===== src/hw/cgc_defines.svh =====
// Constants of the clock generator control block: I2C slave address,
// command codes, register map, field positions and timing counts.
// Assumes inclusion by bare name from the package and the modules.
`ifndef CGC_DEFINES_SVH
`define CGC_DEFINES_SVH

// ****************************************
// I2C slave
// ****************************************
`define CGC_SLAVE_ADDR 7'h6a
`define CGC_CMD_WRITE 2'h0
`define CGC_CMD_STORE 2'h1
`define CGC_CMD_LOAD 2'h2
// Identification byte: value is arbitrary
`define CGC_ID_BYTE 8'h5a

// ****************************************
// Register map (byte index)
// ****************************************
`define CGC_NREG 32
`define CGC_IDX_W 5
`define CGC_REG_RST 8'h00
`define CGC_REG_SRC 5'h00
`define CGC_REG_PIN 5'h02
`define CGC_REG_ACT 5'h08
`define CGC_REG_GATE 5'h10
`define CGC_SRC_BYP 0
`define CGC_SRC_PRIM 1
`define CGC_SRC_MODE 3:2
`define CGC_PIN_POL 0
`define CGC_PIN_ROLE 1
`define CGC_NOUT 5
`define CGC_NCFG 6

// ****************************************
// Timing
// ****************************************
`define CGC_CLK_MHZ 125
`define CGC_NVM_BYTE_NS 1000
`define CGC_NVM_BYTE_CYC \
  ((`CGC_NVM_BYTE_NS * `CGC_CLK_MHZ + 999) / 1000)
`define CGC_TMR_W 8
`define CGC_LOSS_EDGES 4'h8

`endif


===== src/hw/cgc_pkg.sv =====
// Types shared by the control block and its memory sequencer.
// Assumes cgc_defines.svh is on the include path.
`include "cgc_defines.svh"

package cgc_pkg;

  typedef enum logic [2:0] {
    CGC_IDLE,
    CGC_RX,
    CGC_ACK,
    CGC_TX,
    CGC_MACK,
    CGC_NEXT,
    CGC_WAIT
  } cgc_i2c_e;

  typedef logic [`CGC_NREG-1:0][7:0] cgc_regs_t;

  typedef struct packed {
    logic [8:0] s1;
    logic [8:0] s2;
    logic [8:0] s3;
    cgc_i2c_e st;
    logic [7:0] shr;
    logic [3:0] bcnt;
    logic [1:0] bno;
    logic rd;
    logic [1:0] pend;
    logic [7:0] ptr;
    logic sda_oe_n;
    cgc_regs_t regs;
    logic [2:0] cfg;
    logic on_sec;
    logic [3:0] lx;
    logic [3:0] la;
    logic [`CGC_NOUT-1:0] pin_gated_bit;
    logic [`CGC_NOUT-1:0] ohz;
    logic [`CGC_NOUT-1:0] osp;
    logic pdn;
    logic ref_aux;
    logic nvm_go;
    logic nvm_store;
  } cgc_ctl_s;

  typedef struct packed {
    logic run;
    logic store;
    logic [`CGC_IDX_W-1:0] idx;
    logic [`CGC_TMR_W-1:0] tmr;
    cgc_regs_t mem;
  } cgc_nvm_s;

endpackage


===== src/hw/cgc_nvm_if.sv =====
// Link between the control block and its non-volatile memory sequencer.
// Assumes both ends run on the same system clock.
`timescale 1ns/1ps
`include "cgc_defines.svh"

interface cgc_nvm_if;
  logic start;
  logic store;
  logic busy;
  logic [`CGC_IDX_W-1:0] idx;
  logic [7:0] rd_byte;
  logic ld_we;
  logic [7:0] ld_byte;

  modport ctrl (
    output start,
    output store,
    output rd_byte,
    input busy,
    input idx,
    input ld_we,
    input ld_byte
  );

  modport mem (
    input start,
    input store,
    input rd_byte,
    output busy,
    output idx,
    output ld_we,
    output ld_byte
  );
endinterface


===== src/hw/cgc_nvm.sv =====
// Non-volatile store of the configuration registers and the sequencer
// that copies it to or from them, one byte per programming interval.
// Assumes the caller raises start only while busy is low.
`timescale 1ns/1ps
`include "cgc_defines.svh"

module cgc_nvm (
  input wire logic i_clk,
  input wire logic i_rst_n,
  cgc_nvm_if.mem nif
);

  cgc_pkg::cgc_nvm_s q_q;
  cgc_pkg::cgc_nvm_s d_d;
  localparam logic [`CGC_TMR_W-1:0] LAST =
    `CGC_TMR_W'(`CGC_NVM_BYTE_CYC - 1);
  localparam logic [`CGC_IDX_W-1:0] TOP = `CGC_IDX_W'(`CGC_NREG - 1);

  logic done;
  assign done = q_q.run && (q_q.tmr == LAST);
  assign nif.busy = q_q.run;
  assign nif.idx = q_q.idx;
  assign nif.ld_byte = q_q.mem[q_q.idx];
  assign nif.ld_we = done && !q_q.store;

  always_comb begin
    d_d = q_q;
    if (!q_q.run) begin
      if (nif.start) begin
        d_d.run = 1'b1;
        d_d.store = nif.store;
        d_d.idx = '0;
        d_d.tmr = '0;
      end
    end else if (done) begin
      // Whole register file is copied in every operation
      if (q_q.store) begin
        d_d.mem[q_q.idx] = nif.rd_byte;
      end
      d_d.tmr = '0;
      d_d.idx = q_q.idx + 1'b1;
      if (q_q.idx == TOP) begin
        d_d.run = 1'b0;
      end
    end else begin
      d_d.tmr = q_q.tmr + 1'b1;
    end
  end

  // A load runs straight out of reset, as at power-up
  always_ff @(posedge i_clk or negedge i_rst_n) begin
    if (!i_rst_n) begin
      q_q <= '0;
      q_q.run <= 1'b1;
    end else begin
      q_q <= d_d;
    end
  end

endmodule // cgc_nvm


===== src/hw/cgc_ctrl.sv =====
// Control logic of the programmable clock generator: I2C slave with
// auto-incrementing register pointer, store/load commands to the
// non-volatile memory, configuration select, reference choice with
// switchover, and the shutdown/output-enable pin truth table.
// Assumes SCL/SDA and all pins are asynchronous to I_SYS_CLK and
// that SCL is far slower than the system clock.
`timescale 1ns/1ps
`include "cgc_defines.svh"

module cgc_ctrl (
  input wire logic I_SYS_CLK,
  input wire logic I_RST_N,
  input wire logic I_SCL,
  input wire logic I_SDA,
  output logic O_SDA,
  output logic O_SDA_OE_N,
  input wire logic I_XREF_CLK,
  input wire logic I_AUX_CLK,
  input wire logic I_SRC_PICK,
  input wire logic I_SHDN_GATE,
  input wire logic [2:0] I_CFG_PICK,
  output logic [2:0] O_CFG_PICK,
  output logic O_XTAL_BYPASS,
  output logic O_REF_AUX,
  output logic O_ON_SECONDARY,
  output logic O_PLL_SHUTDOWN,
  output logic [`CGC_NOUT-1:0] O_OUT_EN,
  output logic [`CGC_NOUT-1:0] O_OUT_HIZ,
  output logic [`CGC_NOUT-1:0] O_OUT_SUSP,
  output logic O_NVM_BUSY
);

  // ****************************************
  // Helpers
  // ****************************************
  function automatic logic [7:0] reg_at(
    input cgc_pkg::cgc_regs_t regs,
    input logic [7:0] idx
  );
    logic [7:0] v;
    v = 8'h00;
    if (idx < 8'(`CGC_NREG)) begin
      v = regs[idx[`CGC_IDX_W-1:0]];
    end
    return v;
  endfunction

  // Rising edge of a synchronised input bit
  function automatic logic rise(
    input logic [8:0] now,
    input logic [8:0] old,
    input int unsigned b
  );
    return now[b] && !old[b];
  endfunction

  cgc_pkg::cgc_ctl_s q_q;
  cgc_pkg::cgc_ctl_s d_d;

  cgc_nvm_if nif ();

  cgc_nvm u_nvm (
    .i_clk(I_SYS_CLK),
    .i_rst_n(I_RST_N),
    .nif(nif)
  );

  // Pin bundle: 0 scl, 1 sda, 2 xref, 3 aux, 4 pick, 5 gate, 8:6 cfg
  logic [8:0] pins;
  assign pins = {I_CFG_PICK, I_SHDN_GATE, I_SRC_PICK, I_AUX_CLK,
                 I_XREF_CLK, I_SDA, I_SCL};

  logic scl;
  logic sda;
  logic scl_r;
  logic scl_f;
  logic start_c;
  logic stop_c;
  logic busy;
  logic [7:0] src_reg;
  logic [7:0] pin_reg;
  logic [7:0] act_reg;
  logic [7:0] gate_reg;
  logic prim_lost;
  logic sec_lost;
  logic x_lost;
  logic a_lost;
  logic gate_pin;
  logic pin_active;

  assign scl = q_q.s2[0];
  assign sda = q_q.s2[1];
  assign scl_r = rise(q_q.s2, q_q.s3, 0);
  assign scl_f = rise(q_q.s3, q_q.s2, 0);
  assign start_c = scl && q_q.s3[0] && q_q.s3[1] && !sda;
  assign stop_c = scl && q_q.s3[0] && !q_q.s3[1] && sda;
  // Busy covers the cycle between the go pulse and the sequencer start
  assign busy = nif.busy || q_q.nvm_go;

  assign src_reg = q_q.regs[`CGC_REG_SRC];
  assign pin_reg = q_q.regs[`CGC_REG_PIN];
  assign act_reg = q_q.regs[`CGC_REG_ACT + `CGC_IDX_W'(q_q.cfg)];
  assign gate_reg = q_q.regs[`CGC_REG_GATE + `CGC_IDX_W'(q_q.cfg)];
  assign x_lost = (q_q.lx == `CGC_LOSS_EDGES);
  assign a_lost = (q_q.la == `CGC_LOSS_EDGES);
  assign prim_lost = src_reg[`CGC_SRC_PRIM] ? a_lost : x_lost;
  assign sec_lost = src_reg[`CGC_SRC_PRIM] ? x_lost : a_lost;
  assign gate_pin = q_q.s2[5];
  assign pin_active = pin_reg[`CGC_PIN_POL] ? gate_pin : !gate_pin;

  assign nif.start = q_q.nvm_go;
  assign nif.store = q_q.nvm_store;
  assign nif.rd_byte = q_q.regs[nif.idx];

  always_comb begin
    d_d = q_q;
    d_d.s1 = pins;
    d_d.s2 = q_q.s1;
    d_d.s3 = q_q.s2;
    d_d.nvm_go = 1'b0;

    // ****************************************
    // I2C slave
    // ****************************************
    if (start_c) begin
      // Repeated start is accepted in any state
      d_d.st = cgc_pkg::CGC_RX;
      d_d.bcnt = 4'h0;
      d_d.bno = 2'h0;
      d_d.sda_oe_n = 1'b1;
    end else if (stop_c) begin
      d_d.st = cgc_pkg::CGC_IDLE;
      d_d.sda_oe_n = 1'b1;
      if (q_q.pend != `CGC_CMD_WRITE && !busy) begin
        d_d.nvm_go = 1'b1;
        d_d.nvm_store = (q_q.pend == `CGC_CMD_STORE);
      end
      d_d.pend = `CGC_CMD_WRITE;
    end else begin
      unique case (q_q.st)
        cgc_pkg::CGC_IDLE, cgc_pkg::CGC_WAIT: begin
        end
        cgc_pkg::CGC_RX: begin
          if (scl_r && q_q.bcnt != 4'h8) begin
            d_d.shr = {q_q.shr[6:0], sda};
            d_d.bcnt = q_q.bcnt + 4'h1;
          end else if (scl_f && q_q.bcnt == 4'h8) begin
            d_d.st = cgc_pkg::CGC_ACK;
            d_d.sda_oe_n = 1'b0;
            if (q_q.bno != 2'h3) begin
              d_d.bno = q_q.bno + 2'h1;
            end
            unique case (q_q.bno)
              2'h0: begin
                // No ack while the memory is busy, nor for other slaves
                if (q_q.shr[7:1] != `CGC_SLAVE_ADDR || busy) begin
                  d_d.st = cgc_pkg::CGC_WAIT;
                  d_d.sda_oe_n = 1'b1;
                end
                d_d.rd = q_q.shr[0];
                d_d.shr = `CGC_ID_BYTE;
                d_d.pend = `CGC_CMD_WRITE;
              end
              2'h1: begin
                if (q_q.shr[1:0] == `CGC_CMD_STORE ||
                    q_q.shr[1:0] == `CGC_CMD_LOAD) begin
                  d_d.pend = q_q.shr[1:0];
                end
              end
              2'h2: begin
                d_d.ptr = q_q.shr;
              end
              default: begin
                if (q_q.ptr < 8'(`CGC_NREG)) begin
                  d_d.regs[q_q.ptr[`CGC_IDX_W-1:0]] = q_q.shr;
                end
                d_d.ptr = q_q.ptr + 8'h01;
              end
            endcase
          end
        end
        cgc_pkg::CGC_ACK: begin
          if (scl_f) begin
            d_d.bcnt = 4'h0;
            if (q_q.rd) begin
              // ID byte leads the read frame
              d_d.st = cgc_pkg::CGC_TX;
              d_d.sda_oe_n = q_q.shr[7];
            end else begin
              d_d.sda_oe_n = 1'b1;
              // Store/load frames carry nothing after the command
              d_d.st = (q_q.pend != `CGC_CMD_WRITE) ?
                       cgc_pkg::CGC_WAIT : cgc_pkg::CGC_RX;
            end
          end
        end
        cgc_pkg::CGC_TX: begin
          if (scl_f) begin
            if (q_q.bcnt == 4'h7) begin
              d_d.sda_oe_n = 1'b1;
              d_d.st = cgc_pkg::CGC_MACK;
            end else begin
              d_d.bcnt = q_q.bcnt + 4'h1;
              d_d.shr = {q_q.shr[6:0], 1'b0};
              d_d.sda_oe_n = q_q.shr[6];
            end
          end
        end
        cgc_pkg::CGC_MACK: begin
          if (scl_r) begin
            // A NACK from the master ends the read
            d_d.st = sda ? cgc_pkg::CGC_WAIT : cgc_pkg::CGC_NEXT;
          end
        end
        cgc_pkg::CGC_NEXT: begin
          if (scl_f) begin
            d_d.shr = reg_at(q_q.regs, q_q.ptr);
            d_d.ptr = q_q.ptr + 8'h01;
            d_d.sda_oe_n = reg_at(q_q.regs, q_q.ptr) >> 7 != 8'h00;
            d_d.bcnt = 4'h0;
            d_d.st = cgc_pkg::CGC_TX;
          end
        end
      endcase
    end

    // Load from memory overwrites registers; bus writes are shut out
    // meanwhile because the address is not acknowledged
    if (nif.ld_we) begin
      d_d.regs[nif.idx] = nif.ld_byte;
    end

    // ****************************************
    // Configuration select
    // ****************************************
    // Reserved codes keep the last valid configuration
    if (q_q.s2[8:6] < 3'(`CGC_NCFG)) begin
      d_d.cfg = q_q.s2[8:6];
    end

    // ****************************************
    // Source monitor and switchover
    // ****************************************
    if (rise(q_q.s2, q_q.s3, 2)) begin
      d_d.lx = 4'h0;
    end else if (rise(q_q.s2, q_q.s3, 3) && !x_lost) begin
      d_d.lx = q_q.lx + 4'h1;
    end
    if (rise(q_q.s2, q_q.s3, 3)) begin
      d_d.la = 4'h0;
    end else if (rise(q_q.s2, q_q.s3, 2) && !a_lost) begin
      d_d.la = q_q.la + 4'h1;
    end

    if (!src_reg[3]) begin
      d_d.on_sec = q_q.s2[4];
    end else if (!q_q.on_sec && prim_lost && !sec_lost) begin
      d_d.on_sec = 1'b1;
    end else if (src_reg[2] && q_q.on_sec && !prim_lost) begin
      d_d.on_sec = 1'b0;
    end
    d_d.ref_aux = q_q.on_sec ^ src_reg[`CGC_SRC_PRIM];

    // ****************************************
    // Shutdown/output-enable pin
    // ****************************************
    d_d.pdn = pin_reg[`CGC_PIN_ROLE] && gate_pin;
    for (int n = 0; n < `CGC_NOUT; n++) begin
      d_d.ohz[n] = 1'b0;
      d_d.osp[n] = 1'b0;
      d_d.pin_gated_bit[n] = 1'b0;
      if (pin_reg[`CGC_PIN_ROLE] && gate_pin) begin
        d_d.osp[n] = 1'b1;
      end else if (!act_reg[n]) begin
        d_d.ohz[n] = 1'b1;
      end else if (!gate_reg[n]) begin
        d_d.pin_gated_bit[n] = 1'b1;
      end else if (pin_reg[`CGC_PIN_ROLE]) begin
        d_d.osp[n] = pin_reg[`CGC_PIN_POL];
        d_d.pin_gated_bit[n] = !pin_reg[`CGC_PIN_POL];
      end else begin
        // In this role the pin is an enable: its active level keeps the
        // output running and the opposite level suspends it
        d_d.osp[n] = !pin_active;
        d_d.pin_gated_bit[n] = pin_active;
      end
    end
  end

  always_ff @(posedge I_SYS_CLK or negedge I_RST_N) begin
    if (!I_RST_N) begin
      q_q <= '0;
      q_q.st <= cgc_pkg::CGC_IDLE;
      q_q.sda_oe_n <= 1'b1;
      q_q.ohz <= '1;
    end else begin
      q_q <= d_d;
    end
  end

  // ****************************************
  // Outputs
  // ****************************************
  // Open drain: only ever pulls low
  assign O_SDA = 1'b0;
  assign O_SDA_OE_N = q_q.sda_oe_n;
  assign O_CFG_PICK = q_q.cfg;
  assign O_XTAL_BYPASS = src_reg[`CGC_SRC_BYP];
  assign O_REF_AUX = q_q.ref_aux;
  assign O_ON_SECONDARY = q_q.on_sec;
  assign O_PLL_SHUTDOWN = q_q.pdn;
  assign O_OUT_EN = q_q.pin_gated_bit;
  assign O_OUT_HIZ = q_q.ohz;
  assign O_OUT_SUSP = q_q.osp;
  assign O_NVM_BUSY = nif.busy;

endmodule // cgc_ctrl


===== config.mk =====
export PLATFORM = sky130hd
export DESIGN_NAME = cgc_ctrl
export DESIGN_NICKNAME = d
export VERILOG_FILES = /design/src/hw/cgc_pkg.sv /design/src/hw/cgc_nvm_if.sv /design/src/hw/cgc_nvm.sv /design/src/hw/cgc_ctrl.sv
export VERILOG_INCLUDE_DIRS = /design/src /design/src/hw
export SDC_FILE = /design/constraint.sdc
export NUM_CORES = 1
export LEC_CHECK = 0
export BUFFER_PORTS_ARGS = -buffer_cell sky130_fd_sc_hd__buf_2
export CAP_MARGIN = 25
export CORE_ASPECT_RATIO = 0.9
export CORE_MARGIN = 1
export CORE_UTILIZATION = 25
export DETAILED_ROUTE_END_ITERATION = 16
export PLACE_DENSITY = 0.45
export SKIP_LAST_GASP = 1
export SLEW_MARGIN = 20
export SYNTH_ARGS = -nofsm -noshare
export SYNTH_HDL_FRONTEND = slang
export SYNTH_HIERARCHICAL = 1
export SYNTH_SLANG_ARGS = --single-unit

===== constraint.sdc =====
create_clock -name I_SYS_CLK -period 3.1 [get_ports I_SYS_CLK]
set_input_delay 0.31 -clock I_SYS_CLK [delete_from_list [all_inputs] [get_ports I_SYS_CLK]]
set_output_delay 0.31 -clock I_SYS_CLK [all_outputs]
set_load 0.01 [all_outputs]

# --- After elaboration in Yosys (flattened, before gate mapping) ---
# Cells that the tools add are included.
totals:
  ff_bits: 609
  wordCells: 358
  out_inout_bits: 25
classes:
  n_reduce_logical: 72
  n_lt_le_gt_ge: 8
  n_addsub: 9
  n_eq_ne: 45
  muxes: 129
  bitwise_logic: 5
ops:
  columns: ["operator", "n"]
  rows:
  - ["two-way mux 256 bit", 6]
  - ["bitwise mux 256 bit", 3]
  - ["two-way mux 270 bit", 2]
  - ["binary-select mux 8 bit (select 5 bit)", 5]
  - ["demux 8 bit (select 5 bit)", 2]
  - ["two-way mux 8 bit", 8]
  - ["two-way mux 1 bit", 60]
  - ["two-way mux 15 bit", 3]
  - ["inequality test 4 bit, second input constant", 8]
  - ["one-hot mux 8 bit (2 select lines)", 2]
  - ["two-way mux 3 bit", 9]
  - ["less-than comparator 5 x 6 -> 1 bit, second input constant", 4]
  - ["two-way mux 4 bit", 6]
  - ["one-hot mux 8 bit (3 select lines)", 1]
  - ["logical AND 1 bit", 23]
  - ["two-way mux 11 bit", 2]
  - ["inequality test 2 bit, second input constant", 11]
  - ["inequality test 3 bit, second input constant", 7]
  - ["two-way mux 5 bit", 4]
  - ["nonzero test 2 bit", 10]
  - ["AND reduction 6 bit", 3]
  - ["adder 8 x 1 -> 8 bit, second input constant", 2]
  - ["logical NOT 1 bit", 16]
  - ["one-hot mux 4 bit (4 select lines)", 1]
  - ["44 further kinds", 70]

# --- Depth between registers and ports, before layout ---
# Gate-level depths: netlist (run 1).
logic_depth:
  word_depth: 14
  depth_mapped: 12
  ltp_nobuf: 10

# --- Cells and area by module ---
# Netlist (run 1), hierarchy kept.
by_module_without_submodules:
  columns: ["mod", "area_each_um2", "n_inst", "cells_per_inst", "seq_area_each_um2"]
  rows:
  - ["cgc_ctrl", 20723.6, 1, 2025, 8465.6]
  - ["cgc_nvm", 12777.3, 1, 948, 6782.8]

# --- Least setup slack after synthesis (run 1) ---
# Ideal clock, no wire load.
synth_timing:
  path_kind: "register -> register"
  start: "register u_nvm/q_q[256] (netlist name)"
  end: "register, netlist name q_q[133]"
  stages_incl_launch_ff: 12
  setup_ns: 0.136
  t_required_ns: 2.964
  t_arrival_ns: 2.554
  setup_slack_ns: 0.410
  path_cell_list: "dfrtp_1 -> inv_1 -> ha_1 -> and4b_1 -> buf_4 -> nand2_1 -> nor2_1 -> or3b_1 -> clkbuf_1 -> nor3_1 -> clkbuf_1 -> o21ai_0"
synth_rtl:
  columns: ["item", "line", "text"]
  rows:
  - ["from (decl)", "cgc_nvm.sv:13", "cgc_pkg::cgc_nvm_s q_q;"]

# --- Worst setup path after layout (run 1) ---
layout_timing:
  start: "register u_nvm.q_q, in the netlist u_nvm/nif.idx[0]"
  end: "register u_nvm/q_q[103] (netlist name)"
layout_rtl:
  columns: ["item", "line", "text"]
  rows:
  - ["binary-select mux 8 bit (select 5 bit)", "cgc_ctrl.sv:113", "assign nif.rd_byte = q_q.regs[nif.idx];"]
  - ["two-way mux 8 bit (not written as such)", "cgc_ctrl.sv:113", null]
  - ["net nif.rd_byte[7]", "cgc_nvm_if.sv:11", "logic [7:0] rd_byte;"]
  - ["bitwise mux 256 bit", "cgc_nvm.sv:38", "d_d.mem[q_q.idx] = nif.rd_byte;"]
# The timed path passes the listed nets, and every way through them passes these cells. The select of a mux whose other input is x is not followed.
# A chain may end at the register's enable or synchronous reset.

==> flow_summary_export.csv, run 1 <==
group,metric,value,unit
die,initial_utilization,25.2,%
synth,ys_seq_elements,609,
sta,rsz0062_at_grt,"false",
detailed_routing,viasPerCell,5.03,
worst_setup_path,rr_worst_depth,6,
die,fp-row-count,127,
synth,synth_top_area_share,45.0,%
synth,ys_seq_area_share,45.5,%
worst_setup_path,crit_cells,6,
worst_setup_path,path_delay_family,"multiplexers",
synth,synth_area_leaders,"dfrtp_1 45%, mux2i_1 14%, mux2_2 7.9%, mux4_2 6.9%, a21oi_1 3.5%",
layout,syn_to_final_growth,15.9,%
global_route,grt_pass1_vias,23758,
global_route,grt_util_met2,25.8,%
die,die_w,388,um
synth,post-synth-top-count-cell,"dfrtp_1",
sta,drv_slew,0,
die,coreArea,0.133,mm^2
worst_setup_path,critPathCaptureType,"flip-flop",
run,maxCapViolations,0,
die,fp.dieArea,0.135,mm^2
global_route,grt_max_degree,76,
clocking,post_cts.repair.setup_buffers,0,
synth,syn_avg_cell_area,11.3,um^2
layout,largest_reg_flops,280,
global_route,met3_usage,2.92,%
worst_setup_path,critPathBufInv,2,
clocking,cts_max_path_buffers,3,
clocking,h-tree-depth,3,
global_route,antenna_found_initial,2,
layout,fin_util,29.2,%
clocking,clk_pin_slew,0.05,ns
sta,timing.final.crit_share,96.2,%
detailed_routing,drt_iter0_drc,2103,
synth,async_flop_share,100,%
clocking,clock-sinks,609,
placed_design,dpl.hpwl,76.6,mm
worst_setup_path,required,3.62,ns
detailed_routing,vias,24109,
clocking,worstSkewPairLatency,0.66,ns
layout,top_register,"q_q",
synth,yosys.area.top_type,"dfrtp_1",
synth,synth_area,0.0335,mm^2
sta,hold_viol,0,
synth,synth-edff-count,0,
outcome,outcome,"completed",
synth,synthTopCellsByCount,"602 x dfrtp_1, 478 x mux2i_1, 238 x nor2_1",
worst_setup_path,crit_chain,"buf_12 > mux4_2 > a22oi_1 > nand4_1 > buf_4 > mux2_1",
sta,timing.fmax,335,MHz
detailed_routing,drt_pass1_iterations,5,
sta,worst_pin_slew,0.846,ns
synth,syn-instance-count,2973,
global_route,grt_util_all_layers,16.6,%
worst_setup_path,slowest_delay,0.73,ns
sta,skew,0.0294,ns
worst_setup_path,arrival,3.51,ns
die,io_pins,36,
worst_setup_path,start_kind,"flip-flop",
worst_setup_path,worstPathMaxFanout,32,
sta,period_needed,2.98,ns
detailed_routing,drc,0,
placed_design,portBuffers,34,
synth,ys_types,79,
clocking,cts_tree,"done",
synth,synth_flop_cell,"dfrtp_1",
power_and_ir_drop,powerDensity,522,mW/mm^2
layout,diodes,0,
sta,finalSetupTns,0,ns
synth,synth_fp_nets,3005,
layout,drive_gt1_share,24.3,%
global_route,grt.overflow.total,0,
global_route,gr-max-usage-layer,"met2",
worst_hold_path,hp-class,"input pin to async pin",
power_and_ir_drop,irDropWorstVdd,0.000411,V
clocking,cts_root_buffer,"clkbuf_16",
worst_setup_path,critPathSlowestCell,"dfrtp_4",
die,die_y,349,um
worst_setup_path,path_class,"flip-flop to flip-flop",
layout,nNetsFinal,3025,
detailed_routing,ant_nets,0,
global_route,grtUsageMet1,23.7,%
placed_design,place.gp.congestion,0.934,
global_route,grt_pass1_wl,170,mm
clocking,cts_buffers,75,
sta,relSlewSlack,43.6,%
detailed_routing,wl,113,mm
synth,synth_warnings,6,
power_and_ir_drop,p_leak,18.3,nW
detailed_routing,routedWlPerCell,23.6,um
sta,finalSetupViolCount,0,
## worst register-to-register path, cell delays in order, from the launching register on
cell and delay (ns):
dfrtp_4 0.73, buf_12 0.29, mux4_2 0.53, a22oi_1 0.47, nand4_1 0.18, buf_4 0.31
mux2_1 0.36
## power breakdown
part           leakage (nW)  total, W  internal (W)  switching (W)
clock                  1.22   0.00892       0.00523        0.00368
combinational          8.67   0.00300       0.00100        0.00200
sequential             8.38   0.00834       0.00810       0.000235
## layout by cell type (no fill, tap or decap), types with 11 or more instances in the layout
| cell type | count |
|---|---|
| a22oi_1 | 47 |
| clkbuf_1 | 24 |
| buf_4 | 126 |
| nor2_2 | 24 |
| a21oi_1 | 236 |
| mux4_2 | 102 |
| nand4_1 | 19 |
| mux2_1 | 26 |
| ha_1 | 21 |
| buf_12 | 32 |
| nor4_1 | 27 |
| clkbuf_8 | 14 |
| buf_2 | 33 |
| mux2i_1 | 478 |
| dfrtp_1 | 598 |
| inv_1 | 25 |
| nand3_1 | 26 |
| clkinv_2 | 11 |
| nor2_1 | 238 |
| o22ai_1 | 109 |
| nor2b_1 | 16 |
| o21ai_0 | 84 |
| mux2_2 | 235 |
| clkbuf_16 | 76 |
| nand2_1 | 179 |
| and3_1 | 12 |
| nand2_2 | 20 |
## kinds of logic after synthesis
kind of cell,synth area share [%]
AO/OA/AOI/OAI,9.11
XOR/XNOR,0.261
adder cells (fa/ha/maj),0.784
buffers and inverters,3.87
flip-flops,45.5
multiplexers,29.9
other,0.0112
AND/OR/NAND/NOR,10.5
## final cells by class
class / instances / area [um^2]
Fill cell: 13728 / 94300
Clock buffer: 114 / 2180
Sequential cell: 609 / 15300
Clock inverter: 21 / 284
Inverter: 25 / 93.8
Tap cell: 1741 / 2180
Timing Repair Buffer: 202 / 1870
Multi-Input combinational cell: 2080 / 17000
## final timing paths
check,from,endpoint,slack (ns)
setup / recovery,u_nvm/nif.idx[0]$_DFFE_PN0P_,u_nvm/q_q[103]$_DFFE_PN0P_,0.12
hold / removal,I_RST_N,q_q[170]$_DFF_PN0_,0.30
setup reg to reg,u_nvm/nif.idx[0]$_DFFE_PN0P_,u_nvm/q_q[103]$_DFFE_PN0P_,0.12
hold reg to reg,d_d[331]$_DFF_PN0_,d_d[322]$_DFF_PN0_,0.35
max in group asynchronous,I_RST_N,q_q[24]$_DFFE_PN0P_,1.80
min in group I_SYS_CLK,I_CFG_PICK[2],d_d[333]$_DFF_PN0_,0.31
## routing by layer
layer,routed length (um),vias to the layer above
met5,21,-
met4,2780,4
met3,6200,153
met2,51100,668
met1,53100,12348
li1,-,10936
## stage by stage
stage,instance area (um^2),setup slack (ns),power [W],hold slack [ns],cells
after floorplan,33500,0.410,0.0102,0.0144,2973
after global placement,36300,0.132,0.0115,0.335,4647
after detailed placement,36300,0.139,0.0115,0.336,4647
after CTS,38800,0.138,0.0205,0.275,4792
after global routing,38800,0.0114,0.0210,0.296,4792
final,38800,0.117,0.0203,0.300,4792
## repair_timing
item / CTS / global route
setup endpoints to repair: 0 / 3
gates resized for setup: 0 / 1
hold buffers: 10 / 0
endpoints found under the hold margin: 69 / 0
No activity file was read; power rests on OpenSTA's default activity.
==> run 2: changes to the inputs <==
CORE_ASPECT_RATIO = 0.7   (was 0.9)
==> flow_summary_export.csv, run 2 (synthesized netlist as in run 1, its figures left out) <==
group,metric,value,unit
outcome,outcome,"completed",
sta,relSlewSlack,47.1,%
global_route,grt_pass1_vias,23838,
sta,rsz0062_at_grt,"false",
detailed_routing,ant_nets,0,
worst_hold_path,hp-class,"input pin to async pin",
detailed_routing,drc,0,
power_and_ir_drop,p_total,0.0200,W
sta,hold_slack,0.203,ns
detailed_routing,drt_iter0_drc,2587,
sta,drv_slew,0,
worst_setup_path,crit_chain,"buf_12 > mux4_2 > a22oi_1 > nand4_1 > buf_4 > mux2_1",
power_and_ir_drop,swShare,29.8,%
worst_setup_path,required,3.63,ns
worst_setup_path,path_delay_family,"multiplexers",
detailed_routing,drt_pass1_iterations,6,
power_and_ir_drop,powerDensity,514,mW/mm^2
die,coreArea,0.132,mm^2
power_and_ir_drop,irDropWorstVdd,0.000392,V
worst_setup_path,critPathBufInv,2,
layout,mostFrequentLayoutCells,"597 x dfrtp_1, 478 x mux2i_1, 238 x nor2_1",
placed_design,portBuffers,34,
clocking,h-tree-depth,3,
layout,nNetsFinal,3048,
sta,worst_pin_slew,0.787,ns
placed_design,dpl_cell_area,0.0365,mm^2
sta,finalSetupViolCount,0,
global_route,grt_util_all_layers,17.7,%
clocking,cts_root_buffer,"clkbuf_16",
die,fp.dieArea,0.135,mm^2
worst_setup_path,critPathCaptureType,"flip-flop",
sta,setup_slack,0.0466,ns
power_and_ir_drop,p_sw,0.00595,W
placed_design,dpl.hpwl,83.5,mm
layout,design_area,0.0389,mm^2
sta,skew,0.0236,ns
power_and_ir_drop,power.share.clock,42.4,%
die,fp-row-count,111,
worst_setup_path,r2r_setup_slack,0.05,ns
die,die_w,440,um
clocking,cts_max_path_buffers,3,
layout,top_register,"q_q",
clocking,worstSkewPairLatency,0.66,ns
worst_setup_path,arrival,3.58,ns
sta,hold_viol,0,
worst_setup_path,slowest_delay,0.67,ns
placed_design,post-place-ws,-0.0508,ns
detailed_routing,vias,24787,
worst_setup_path,critPathSlowestCell,"mux4_2",
die,io_pins,36,
sta,period_needed,3.05,ns
worst_setup_path,worstPathMaxFanout,35,
layout,final_common_cell,"dfrtp_1",
detailed_routing,routedWlPerCell,24.9,um
worst_setup_path,start_kind,"flip-flop",
layout,largest_reg_flops,280,
global_route,grt_pass1_wl,176,mm
clocking,clk_pin_slew,0.06,ns
clocking,cts_tree,"done",
global_route,antenna_found_initial,7,
detailed_routing,viasPerCell,5.14,
power_and_ir_drop,intPower,0.0140,W
power_and_ir_drop,p_leak,18.3,nW
die,die_y,308,um
layout,syn_to_final_growth,16.0,%
placed_design,place.gp.congestion,0.988,
clocking,post_cts.repair.setup_buffers,0,
power_and_ir_drop,p_seq_share,41.7,%
detailed_routing,wl,120,mm
die,initial_utilization,25.4,%
run,maxCapViolations,0,
power_and_ir_drop,p_comb_share,15.8,%
sta,timing.final.crit_share,98.5,%
clocking,cts_buffers,67,
layout,drive_gt1_share,25.2,%
clocking,clock-sinks,609,
global_route,grt_max_degree,99,
worst_setup_path,path_class,"flip-flop to flip-flop",
sta,timing.fmax,328,MHz
global_route,grt.overflow.total,0,
[run 2: cell count changes in the layout (fill, tap and decap cells not counted), moves of 3 or more]
| cell | before | now |
|---|---|---|
| buf_4 | 126 | 158 |
| clkinv_8 | 3 | 0 |
| clkbuf_1 | 24 | 13 |
| inv_16 | 3 | 0 |
| clkinvlp_4 | 0 | 4 |
| clkbuf_16 | 76 | 73 |
[run 2: area by class of cell]
cell class / count / area [um^2]
Fill cell: 13572 / 93100
Sequential cell: 609 / 15300
Timing Repair Buffer: 233 / 2080
Clock buffer: 100 / 2070
Inverter: 25 / 93.8
Tap cell: 1751 / 2190
Clock inverter: 22 / 203
Multi-Input combinational cell: 2080 / 17000
Antenna cell: 2 / 5.00
[run 2: final timing paths]
path	startpoint	end	depth (start not counted)
hold reg to reg	d_d[332]$_DFF_PN0_	d_d[323]$_DFF_PN0_	0
setup reg to reg	u_nvm/nif.idx[0]$_DFFE_PN0P_	u_nvm/q_q[90]$_DFFE_PN0P_	6
hold / removal	I_RST_N	q_q[317]$_DFF_PN0_	2
setup / recovery	u_nvm/nif.idx[0]$_DFFE_PN0P_	u_nvm/q_q[90]$_DFFE_PN0P_	6
min in group I_SYS_CLK	I_SHDN_GATE	d_d[330]$_DFF_PN0_	2
max in group asynchronous	I_RST_N	q_q[170]$_DFF_PN0_	3
[run 2: worst reg2reg max path, cell delays in order, from the launching register on]
cell     delay, ns
dfrtp_4       0.63
buf_12        0.35
mux4_2        0.73
a22oi_1       0.38
nand4_1       0.20
buf_4         0.30
mux2_1        0.34
[run 2: metal layers]
metal,global-route usage [%],part of all wire [%]
met5,0,0
met4,2.98,1.3
met3,5.90,11
met2,21.3,36
met1,29.1,52
[run 2: power by group through the flow]
stage	clock, W	sequential (W)	combinational, W
after floorplan	0	0.00833	0.00189
after global placement	0	0.00848	0.00312
after global routing	0.00901	0.00834	0.00335
after detailed placement	0	0.00847	0.00310
final	0.00847	0.00834	0.00316
after CTS	0.00872	0.00833	0.00312
[run 2: through the flow]
step,utilization [%],std cells,setup TNS [ns]
floorplan,-,2973,0
finish,29.5,4822,0
detailed placement,27.6,4688,-0.858
global route,29.5,4821,0
CTS,29.5,4820,0
global placement,27.6,4688,-0.169
[run 2: what timing repair did]
item	in CTS	in global routing
hold endpoints to repair	47	0
endpoints found under the setup margin	54	14
gates resized for setup	2	2
hold buffers	10	0
==> run 3: changes to the inputs <==
BUFFER_PORTS_ARGS = unset   (was -buffer_cell sky130_fd_sc_hd__buf_2)
DONT_BUFFER_PORTS = 1   (was unset)
==> flow_summary_export.csv, run 3 (synthesized netlist as in run 1, its figures left out) <==
group,metric,value,unit
outcome,outcome,"completed",
layout,mostFrequentLayoutCells,"596 x dfrtp_1, 478 x mux2i_1, 238 x nor2_1",
global_route,grt_pass1_vias,23383,
sta,drv_slew,0,
worst_setup_path,required,3.64,ns
clocking,cts_buffers,68,
worst_setup_path,critPathCaptureType,"flip-flop",
layout,fin_util,29.2,%
clocking,clk_pin_slew,0.06,ns
clocking,worstSkewPairLatency,0.66,ns
sta,period_needed,3.09,ns
die,coreArea,0.132,mm^2
global_route,grt_pass1_wl,175,mm
global_route,antenna_found_initial,3,
layout,largest_reg_flops,280,
die,die_w,440,um
layout,nNetsFinal,3000,
die,initial_utilization,25.4,%
worst_setup_path,arrival,3.62,ns
worst_setup_path,path_class,"flip-flop to flip-flop",
sta,hold_viol,0,
die,die_y,308,um
sta,hold_slack,0.222,ns
power_and_ir_drop,irDropWorstVdd,0.000393,V
worst_setup_path,critPathSlowestCell,"dfrtp_4",
clocking,post_cts.repair.setup_buffers,0,
detailed_routing,drt_iter0_drc,2480,
layout,design_area,0.0386,mm^2
power_and_ir_drop,powerDensity,521,mW/mm^2
sta,relSlewSlack,31.2,%
sta,finalSetupViolCount,0,
worst_setup_path,critPathMostFrequentCell,"buf_4",
placed_design,dpl_cell_area,0.0360,mm^2
detailed_routing,wl,119,mm
sta,rsz0062_at_grt,"false",
layout,final_common_cell,"dfrtp_1",
die,fp-row-count,111,
placed_design,portBuffers,0,
sta,timing.final.crit_share,99.7,%
sta,timing.fmax,324,MHz
placed_design,place.gp.congestion,0.953,
clocking,cts_tree,"done",
clocking,cts_max_path_buffers,3,
die,fp.dieArea,0.135,mm^2
worst_setup_path,crit_chain,"buf_12 > buf_4 > mux4_2 > a22oi_1 > nand4_1 > buf_4 > mux2_1",
power_and_ir_drop,p_leak,18.1,nW
sta,skew,0.0254,ns
detailed_routing,viasPerCell,5.16,
run,maxCapViolations,0,
detailed_routing,drt_pass1_iterations,5,
worst_hold_path,hp-class,"input pin to flip-flop",
power_and_ir_drop,p_total,0.0201,W
layout,multi_input_area,0.0170,mm^2
layout,top_register,"q_q",
sta,worst_pin_slew,1.03,ns
worst_setup_path,start_kind,"flip-flop",
detailed_routing,ant_nets,0,
detailed_routing,drc,0,
layout,drive_gt1_share,24.0,%
layout,regArea,0.0153,mm^2
global_route,grt.overflow.total,0,
global_route,grt_util_all_layers,17.5,%
worst_setup_path,worstPathMaxFanout,32,
worst_setup_path,slowest_delay,0.57,ns
placed_design,dpl.hpwl,80.1,mm
detailed_routing,routedWlPerCell,24.9,um
worst_setup_path,path_delay_family,"multiplexers",
clocking,cts_root_buffer,"clkbuf_16",
global_route,grt_max_degree,610,
worst_setup_path,critPathBufInv,3,
clocking,clock-sinks,609,
layout,syn_to_final_growth,15.1,%
detailed_routing,vias,24632,
sta,finalSetupTns,0,ns
die,io_pins,36,
clocking,h-tree-depth,3,
layout,fillers,13592,
-- run 3: cell types whose count changed in the layout (fill, tap and decap cells not counted), sizes merged --
cell | previous run | this run
clkinv | 15 | 9
bufinv | 3 | 6
clkinvlp | 4 | 3
dlygate4sd3 | 10 | 11
inv | 25 | 30
diode | 2 | 1
clkbuf | 100 | 99
buf | 223 | 173
-- run 3: worst register-to-register path, cell delays in order (launching register included) --
cell	delay, ns
dfrtp_4	0.57
buf_12	0.26
buf_4	0.19
mux4_2	0.56
a22oi_1	0.49
nand4_1	0.22
buf_4	0.30
mux2_1	0.38
-- run 3: power by group --
part	leakage (nW)	switching (W)	internal, W	total [W]
Clock	1.13	0.00366	0.00499	0.00865
Sequential	8.38	0.000237	0.00810	0.00834
Combinational	8.57	0.00208	0.00101	0.00310
-- run 3: layout make-up --
type	count	area share (%)
antenna	1	0.00649
sequential	609	39.6
multi-input combinational	2080	44.1
inverter	25	0.243
timing repair buffer	184	4.45
clock inverter	23	0.830
tap	1751	5.68
clock buffer	99	5.16
-- run 3: what timing repair did --
action	4_1_cts	5_1_grt
pin swaps	0	0
hold buffers	9	2
resized for setup	1	6
hold endpoints to repair	618	180
setup endpoints to repair	30	54
-- run 3: through the flow --
step / worst slack (ns) / std cells
after floorplan: 0.410 / 2973
after global placement: -0.0702 / 4634
after detailed placement: -0.0584 / 4634
after CTS: 0.0276 / 4765
after global routing: 0.00651 / 4771
final: 0.0106 / 4772
-- run 3: final timing paths --
check	slack, ns	to	from	cells past startpoint
min	0.22	d_d[333]$_DFF_PN0_	I_CFG_PICK[2]	1
max in group asynchronous	0.52	u_nvm/q_q[230]$_DFFE_PN0P_	I_RST_N	4
max	0.01	u_nvm/q_q[29]$_DFFE_PN0P_	u_nvm/nif.idx[0]$_DFFE_PN0P_	7
max reg2reg	0.01	u_nvm/q_q[29]$_DFFE_PN0P_	u_nvm/nif.idx[0]$_DFFE_PN0P_	7
min in group asynchronous	0.55	d_d[325]$_DFF_PN0_	I_RST_N	2
min reg2reg	0.35	d_d[324]$_DFF_PN0_	d_d[333]$_DFF_PN0_	0
-- run 3: routing by layer --
metal | up-vias | global-route usage (%) | share of wire [%]
met5 | - | 0 | 0
met4 | 0 | 3.59 | 1.7
met3 | 126 | 4.35 | 7.8
met2 | 835 | 21.7 | 37
met1 | 12805 | 28.9 | 53
li1 | 10866 | - | -
